### config.mk
export PLATFORM = sky130hd
export DESIGN_NAME = dbl_host
export DESIGN_NICKNAME = d
export VERILOG_FILES = /design/src/logic/dbl_pkg.sv /design/src/logic/dbl_host.sv /design/src/logic/dbl_shadow.sv
export SDC_FILE = /design/constraint.sdc
export NUM_CORES = 1
export LEC_CHECK = 0
export BUFFER_PORTS_ARGS = -buffer_cell sky130_fd_sc_hd__buf_2
export CORE_UTILIZATION = 55
export CTS_CLUSTER_SIZE = 40
export DETAILED_ROUTE_END_ITERATION = 7
export GPL_TIMING_DRIVEN = 0
export PLACE_DENSITY = 0.94
export REMOVE_ABC_BUFFERS = 1
export SYNTH_ARGS = -nofsm -noshare
export SYNTH_HDL_FRONTEND = slang
export SYNTH_SLANG_ARGS = --single-unit
export TNS_END_PERCENT = 20
### constraint.sdc
create_clock -name ref_clk -period 2.9 [get_ports ref_clk]
set_clock_uncertainty 0.1 [all_clocks]
set_input_delay 0.29 -clock ref_clk [delete_from_list [all_inputs] [get_ports ref_clk]]
set_output_delay 0.29 -clock ref_clk [all_outputs]
set_load 0.02 [all_outputs]
### src/logic/dbl_pkg.sv
// constants shared by the converter latch controller
// assumes the converter pins are driven directly by this block's flops
//
// How it works
// converter reads the word as positive-true binary weights.
// host inverts only the top bit to turn twos code into offset code.
// offset bipolar: 800 is zero, 000 minus and fff plus full scale.
// unipolar: 000 is zero, fff plus full scale, one step per code.
// parts wait in input latches; whole word moves to output latch.
// each of three latches has its own active-low select.
// a latch is open while all its qualifying controls are low.
// a latch holds once any qualifying control goes high.
// strobe and high select low opens only the high-nibble latch.
// strobe and low select low opens only the low-byte latch.
// strobe and load select low moves both input latches out.
// strobe and all selects low make every latch transparent.
// low reset forces output latch to 800 over everything.
// after reset unipolar sits at half scale, bipolar at zero.
// host closes latches with the strobe edge, not the selects.
// reset unused is held high by the host; the host holds it low from reset until a CTRL write clears bit 1.
// calibration uses zero/negative code for offset, full code for gain.
// no latch opens unless the write strobe is low.
// high-nibble latch takes data bits 11 to 8.
// low-byte latch takes data bits 7 to 0.
// synchronous model loads each latch once, in the cycle the strobe closes.
// converter value is exactly the output latch contents.
package dbl_pkg;
    localparam logic [3:0] ADDR_CTRL = 4'h0;
    localparam logic [3:0] ADDR_DATA = 4'h4;
    localparam logic [3:0] ADDR_STAT = 4'h8;
    // ctrl fields
    localparam int CTRL_TWOS = 0;
    localparam int CTRL_RESET = 1;
    localparam int CTRL_MODE_LO = 2;
    // data write fields: bits 11:0 word, 13:12 kind
    localparam int DATA_KIND_LO = 12;
    localparam logic [1:0] KIND_FULL = 2'h0;
    localparam logic [1:0] KIND_LOW = 2'h1;
    localparam logic [1:0] KIND_HIGH_LOAD = 2'h2;
    localparam logic [1:0] KIND_LOAD = 2'h3;
    localparam logic [11:0] CODE_MID = 12'h800;
    localparam logic [11:0] CODE_ZERO = 12'h000;
    localparam logic [11:0] CODE_FULL = 12'hfff;
    localparam logic [31:0] UNMAPPED_READ = 32'h00000000;
    // strobe timing: setup, pulse low, hold cycles (1, 2 and 1 at 50 ns)
    localparam int SETUP_NS = 50;
    localparam int PULSE_NS = 100;
    localparam int HOLD_NS = 50;
    localparam int CLK_NS = 50;
    localparam logic [3:0] SETUP_CYC = 4'((SETUP_NS + CLK_NS - 1) / CLK_NS);
    localparam logic [3:0] PULSE_CYC = 4'((PULSE_NS + CLK_NS - 1) / CLK_NS);
    localparam logic [3:0] HOLD_CYC = 4'((HOLD_NS + CLK_NS - 1) / CLK_NS);
    typedef enum {ST_IDLE, ST_SETUP, ST_PULSE, ST_HOLD} dbl_state_t;
endpackage

### src/logic/dbl_host.sv
// host controller driving the double-buffered converter latch pins
// assumes an avalon-mm master on ref_clk and converter pins off chip
//
// Design decisions made here: the register offsets and the Avalon-MM slave port.
`timescale 1ns/1ns
`default_nettype none
module dbl_host
    import dbl_pkg::*;
(
    input wire logic ref_clk,
    input wire logic reset,
    input wire logic [3:0] avs_address,
    input wire logic avs_read,
    input wire logic avs_write,
    input wire logic [31:0] avs_writedata,
    output logic [31:0] avs_readdata,
    output logic avs_waitrequest,
    output logic [11:0] dac_data,
    output logic write_strobe_n,
    output logic low_byte_latch_sel_n,
    output logic high_nibble_latch_sel_n,
    output logic output_latch_load_n,
    output logic dac_reset_n
);
    typedef struct packed {
        dbl_state_t state;
        logic [3:0] cnt;
        logic [11:0] data;
        logic wr_n;
        logic lo_n;
        logic hi_n;
        logic ld_n;
        logic twos;
        logic rst_n;
        logic [1:0] kind;
        logic [31:0] rdata;
        logic ack;
    } dbl_host_state_t;

    dbl_host_state_t st_reg, st_next;
    logic [11:0] shadow_word;
    logic sh_low, sh_high, sh_out, sh_clr;

    // ---------------------------------------------
    // select decode per kind
    // ---------------------------------------------
    function automatic logic [2:0] sel_of(input logic [1:0] k);
        // {low, high, load} active-low
        case (k)
            KIND_FULL: sel_of = 3'h0;
            KIND_LOW: sel_of = 3'h3;
            KIND_HIGH_LOAD: sel_of = 3'h4;
            default: sel_of = 3'h6;
        endcase
    endfunction

    // ---------------------------------------------
    // bus and pin sequencer
    // ---------------------------------------------
    always_comb begin
        logic [2:0] s;
        s = sel_of(st_reg.kind);
        st_next = st_reg;
        st_next.ack = 1'b0;
        case (st_reg.state)
            ST_IDLE: begin
                if (avs_read && !st_reg.ack) begin
                    st_next.ack = 1'b1;
                    case (avs_address)
                        ADDR_CTRL: st_next.rdata = {30'h0, ~st_reg.rst_n,
                            st_reg.twos};
                        ADDR_DATA: st_next.rdata = {20'h0, st_reg.data};
                        ADDR_STAT: st_next.rdata = {19'h0,
                            st_reg.state != ST_IDLE, shadow_word};
                        default: st_next.rdata = UNMAPPED_READ;
                    endcase
                end else if (avs_write && !st_reg.ack) begin
                    if (avs_address == ADDR_CTRL) begin
                        st_next.twos = avs_writedata[CTRL_TWOS];

                        st_next.rst_n = ~avs_writedata[CTRL_RESET];
                        st_next.ack = 1'b1;
                    end else if (avs_address == ADDR_DATA) begin

                        st_next.data = {avs_writedata[11] ^ st_reg.twos,
                            avs_writedata[10:0]};
                        st_next.kind =
                            avs_writedata[DATA_KIND_LO +: 2];
                        // selects fall with the data, a cycle before
                        // the strobe, so they are steady under it
                        {st_next.lo_n, st_next.hi_n, st_next.ld_n} =
                            sel_of(avs_writedata[DATA_KIND_LO +: 2]);
                        st_next.state = ST_SETUP;
                        st_next.cnt = SETUP_CYC;
                    end else begin
                        st_next.ack = 1'b1;
                    end
                end
            end
            ST_SETUP: begin
                // selects settle before the strobe falls
                st_next.lo_n = s[2];
                st_next.hi_n = s[1];
                st_next.ld_n = s[0];
                st_next.cnt = st_reg.cnt - 4'h1;
                if (st_reg.cnt == 4'h1) begin
                    st_next.wr_n = 1'b0;
                    st_next.state = ST_PULSE;
                    st_next.cnt = PULSE_CYC;
                end
            end
            ST_PULSE: begin
                st_next.cnt = st_reg.cnt - 4'h1;
                if (st_reg.cnt == 4'h1) begin
                    st_next.wr_n = 1'b1; // strobe edge closes
                    st_next.state = ST_HOLD;
                    st_next.cnt = HOLD_CYC;
                end
            end
            ST_HOLD: begin
                st_next.cnt = st_reg.cnt - 4'h1;
                if (st_reg.cnt == 4'h1) begin
                    st_next.lo_n = 1'b1;
                    st_next.hi_n = 1'b1;
                    st_next.ld_n = 1'b1;
                    st_next.state = ST_IDLE;
                    st_next.ack = 1'b1;
                end
            end
            default: st_next.state = ST_IDLE;
        endcase
    end

    always_ff @(posedge ref_clk) begin
        if (reset) begin
            st_reg <= '{state: ST_IDLE, cnt: 4'h0, data: CODE_MID,
                wr_n: 1'b1, lo_n: 1'b1, hi_n: 1'b1, ld_n: 1'b1,
                twos: 1'b0, rst_n: 1'b0, kind: KIND_FULL,
                rdata: 32'h0, ack: 1'b0};
        end else begin
            st_reg <= st_next;
        end
    end

    // shadow updates at the closing strobe edge
    assign sh_low = st_reg.state == ST_PULSE && st_next.wr_n && !st_reg.lo_n;
    assign sh_high = st_reg.state == ST_PULSE && st_next.wr_n && !st_reg.hi_n;
    assign sh_out = st_reg.state == ST_PULSE && st_next.wr_n && !st_reg.ld_n;
    assign sh_clr = !st_reg.rst_n;

    dbl_shadow u_shadow (
        .ref_clk(ref_clk),
        .reset(reset),
        .clear(sh_clr),
        .load_low(sh_low),
        .load_high(sh_high),
        .load_out(sh_out),
        .word(st_reg.data),
        .out_word(shadow_word)
    );

    assign avs_waitrequest = (avs_read || avs_write) && !st_reg.ack;
    assign avs_readdata = st_reg.rdata;
    assign dac_data = st_reg.data;
    assign write_strobe_n = st_reg.wr_n;
    assign low_byte_latch_sel_n = st_reg.lo_n;
    assign high_nibble_latch_sel_n = st_reg.hi_n;
    assign output_latch_load_n = st_reg.ld_n;
    assign dac_reset_n = st_reg.rst_n;
endmodule
`default_nettype wire

### src/logic/dbl_shadow.sv
// mirror of the converter latches as the host has loaded them
// assumes load requests are single-cycle pulses on ref_clk
`timescale 1ns/1ns
`default_nettype none
module dbl_shadow
    import dbl_pkg::*;
(
    input wire logic ref_clk,
    input wire logic reset,
    input wire logic clear,
    input wire logic load_low,
    input wire logic load_high,
    input wire logic load_out,
    input wire logic [11:0] word,
    output logic [11:0] out_word
);
    typedef struct packed {
        logic [7:0] low;
        logic [3:0] high;
        logic [11:0] out;
    } dbl_shadow_state_t;
    dbl_shadow_state_t st_reg, st_next;
    always_comb begin
        st_next = st_reg;
        if (load_low) begin
            st_next.low = word[7:0];
        end
        if (load_high) begin
            st_next.high = word[11:8];
        end
        if (load_out) begin
            st_next.out = {st_next.high, st_next.low};
        end
        if (clear) begin
            st_next.out = CODE_MID;
        end
    end
    always_ff @(posedge ref_clk) begin
        if (reset) begin
            st_reg <= '{low: 8'h00, high: 4'h8, out: CODE_MID};
        end else begin
            st_reg <= st_next;
        end
    end
    assign out_word = st_reg.out;
endmodule
`default_nettype wire

==> summary.md <==
| Metric | Value |
|---|---|
| Final setup viols | 0 |
| Critical path peak fanout | 16 |
| Final routed DRC violation total | 0 |
| Primary FF master, synth | sky130_fd_sc_hd__dfxtp_1 |
| Beginning of the critical path | avs_address[1] |
| Initial antenna violation count | 0 |
| Die Outline Area | 0.00614 mm^2 |
| Cell total after placement | 443 |
| Starting Density | 57.6% |
| Cell variety after synth | 50 |
| Static leakage | about 1.5 nW |
| Proportion of synthesized chip area in sequential cells | 39.9% |
| Worst-margin pin slew | 1030 ps |
| Source-to-sink clock delay at the later pin of the worst-skew pair | 350 ps |
| Final weighted congestion in routability-driven placement | between 0.8 and 0.9 |
| Post-route ant nets | 0 |
| Maximum buffer depth of the clock tree | 2 |
| Data arrival time of the worst path | 2630 ps |
| Number of cells upsized or downsized after cts | 0 |
| Core Box Area | 0.00557 mm^2 |
| Post-DR wirelength/cell | 15.9 um |
| Setup TNS | 0 ps |
| Global-route wire length before repair | 11700 um |
| Largest register FFs | 13 |
| Half-perimeter wire length of the detailed placement result | 4610 um |
| Total power divided by cell area | about 540 mW/mm^2 |
| Post CTS Setup Buffer Count | 0 |
| Time the final worst path needs with I/O delays and setup | approximately 2500 ps |
| Number of global-route vias before repair | 2449 |
| Number of synthesis warnings | 0 |
| Site Rows | 27 |
| Final routed wirelength across all metal layers | 7290 um |
| Worst hold slack after final layout | 78.1 ps |
| Die span in y | 78.4 um |
| IR Drop Worst-Case VDD | 0.319 mV |
| Flop and latch count out of synthesis | 64 |
| Proportion of synthesized flip-flops having asynchronous set or reset | 0% |
| Synthesis-to-layout area growth | 6.51% |
| Outcome | completed |
| Crit path capture type | flip-flop |
| Overall global routing resource usage | between 20% and 30% |
| Post-Synthesis Cell Area | around 0.0032 mm^2 |
| Total Nets Final | between 400 and 500 |
| Boundary pin count | 90 |
| Clock tree from TritonCTS | built |
| Number of buffers created by CTS | 9 |
| Setup CP Type | in2reg |
| Gate count after technology mapping | 366 |
| Share of the synthesized area in the top cell type | between 30% and 40% |
| Core utilization of the finished layout | 61.3% |
| Number of synthesized flops with an enable pin | 0 |
| Crit share post-route | 85.1% |
| Clock-pin transition on the worst setup and hold timing paths | about 70 ps |
| Count of max-cap constraint violations | 0 |
| Share of post-route cells with drive strength above 1 | 20.2% |
| Dominant cells by area after synthesis | sky130_fd_sc_hd__dfxtp_1 40%, sky130_fd_sc_hd__buf_4 11%, sky130_fd_sc_hd__mux2i_1 8.1% |
| Count of filler cells inserted in the layout | 480 |
| Final Slew Violations | 0 |
| Startpoint of the worst register-to-register path | st_reg[57] |
| Avg Synthesized Cell Area | 8.77 um^2 |
| Die X | ~78 um |
| Slew headroom | 31.0% |
| H-tree levels | 3 |
| Worst min-delay path category | in2reg |
| Worst Hold Depth | 3 |
| Pin count of the biggest net entering global routing | 44 |
| DRC violation total after the first TritonRoute iteration | between 200 and 300 |
| Number of cells traversed by the worst register-to-register path | 6 |
| TritonRoute pass-1 iters | 5 |
| Cell Count, Final, Fillers Out | 459 |
| Number of hold-repair buffers added at the cts stage | 0 |
| Final hold violation count | 0 |
| Largest area contributor in the netlist | sky130_fd_sc_hd__dfxtp_1 |
| Max Clk Rate | 0.405 GHz |
| Kind of launch point of the worst setup path | primary input |
| Root buffer cell | sky130_fd_sc_hd__clkbuf_8 |
| Via density | 5.75 |
| Count of port buffers added during placement | 52 |
| Total number of vias | about 2600 |
| TritonCTS Sinks | 64 |
| Diodes inserted | 0 |
| Hold_sp | avs_writedata[6] |
| Setup repair after global routing missed its margin | no |
| Worst path required time | 3060 ps |
| Global route overflow | 0 |
==> through the flow <==
stage | power, mW | setup slack (ps) | instance area [um^2]
after global placement | 1.06 | 253 | 3210
after detailed placement | 1.07 | 152 | 3210
after CTS | 1.85 | 476 | 3420
after floorplan | 1.01 | 946 | 2860
after global routing | 1.90 | 280 | 3420
final | 1.85 | 431 | 3420
==> cells by family after synthesis <==
family          count (synthesis)  synth area share (%)
other cells                     1                 0.117
flops                          64                  39.9
mux                            27                  8.46
buf+inv                        73                  13.9
xor+xnor                        1                 0.273
simple gates                  112                  16.7
fa+ha+maj                       8                  3.12
compound gates                 80                  17.5
==> synth_stat cells (2+ instances only) <==
cell,instances
sky130_fd_sc_hd__buf_4,45
sky130_fd_sc_hd__mux2i_1,26
sky130_fd_sc_hd__o32ai_1,2
sky130_fd_sc_hd__nor3_1,8
sky130_fd_sc_hd__nor3b_1,2
sky130_fd_sc_hd__inv_1,8
sky130_fd_sc_hd__o2bb2ai_1,2
sky130_fd_sc_hd__and3_1,4
sky130_fd_sc_hd__buf_2,2
sky130_fd_sc_hd__o211a_1,2
sky130_fd_sc_hd__buf_1,2
sky130_fd_sc_hd__nor2b_1,4
sky130_fd_sc_hd__nand2_1,35
sky130_fd_sc_hd__nor2_1,45
sky130_fd_sc_hd__a21oi_1,20
sky130_fd_sc_hd__a211oi_1,15
sky130_fd_sc_hd__o21ai_0,14
sky130_fd_sc_hd__a221oi_1,12
sky130_fd_sc_hd__ha_1,8
sky130_fd_sc_hd__a2111o_1,2
sky130_fd_sc_hd__dfxtp_1,64
sky130_fd_sc_hd__clkbuf_1,16
==> final cells by class <==
class                           count  area, um^2  share of cell area (%)
Multi-Input combinational cell    247        1550                    45.4
Sequential cell                    64        1280                    37.5
Timing Repair Buffer               52         260                    7.61
Clock buffer                       11         151                    4.43
Tap cell                           72        90.1                    2.64
Clock inverter                      5        55.1                    1.61
Inverter                            8        30.0                   0.878
==> power by group <==
| group | switching (mW) | leakage [nW] | internal [mW] |
|---|---|---|---|
| clock network | 0.358 | 0.101 | 0.441 |
| logic | 0.101 | 0.926 | 0.0438 |
| registers | 0.00977 | 0.518 | 0.894 |
==> critical path, cell delays in order <==
cell and delay [ps]:
sky130_fd_sc_hd__buf_2 120, sky130_fd_sc_hd__nor4b_4 900, sky130_fd_sc_hd__nand3_2 600, sky130_fd_sc_hd__a2111o_1 540
sky130_fd_sc_hd__a21oi_1 170
==> per-layer routing <==
layer / part of all wire (%) / global-route usage (%) / vias up
li1: - / - / 1252
met1: 43 / 29.4 / 1255
met2: 49 / 40.9 / 119
met3: 6.3 / 3.84 / 15
met4: 2.3 / 15.6 / 0
met5: 0 / 0 / -
==> cell usage in the layout, fill, tap and decap left out, types with 2 or more instances in the layout <==
cell,n
sky130_fd_sc_hd__dfxtp_1,64
sky130_fd_sc_hd__buf_2,52
sky130_fd_sc_hd__nor2_1,45
sky130_fd_sc_hd__nand2_1,35
sky130_fd_sc_hd__mux2i_1,26
sky130_fd_sc_hd__a21oi_1,20
sky130_fd_sc_hd__conb_1,19
sky130_fd_sc_hd__a211oi_1,15
sky130_fd_sc_hd__o21ai_0,14
sky130_fd_sc_hd__a221oi_1,12
sky130_fd_sc_hd__clkbuf_8,11
sky130_fd_sc_hd__inv_1,8
sky130_fd_sc_hd__nor3_1,8
sky130_fd_sc_hd__ha_1,8
sky130_fd_sc_hd__and3_1,4
sky130_fd_sc_hd__nor2b_1,4
sky130_fd_sc_hd__o211a_1,2
sky130_fd_sc_hd__nor3b_1,2
sky130_fd_sc_hd__a2111o_1,2
sky130_fd_sc_hd__o32ai_1,2
sky130_fd_sc_hd__o2bb2ai_1,2
sky130_fd_sc_hd__clkinvlp_4,2
sky130_fd_sc_hd__clkinv_2,2
==> worst paths after layout <==
| path | to | slack, ps |
|---|---|---|
| max reg2reg | u_shadow.out_word[6] | 590 |
| min | dac_data[6] | 80 |
| min reg2reg | st_reg[33] | 360 |
| max | st_reg[57] | 430 |
Power figures use the tool's default switching activity.
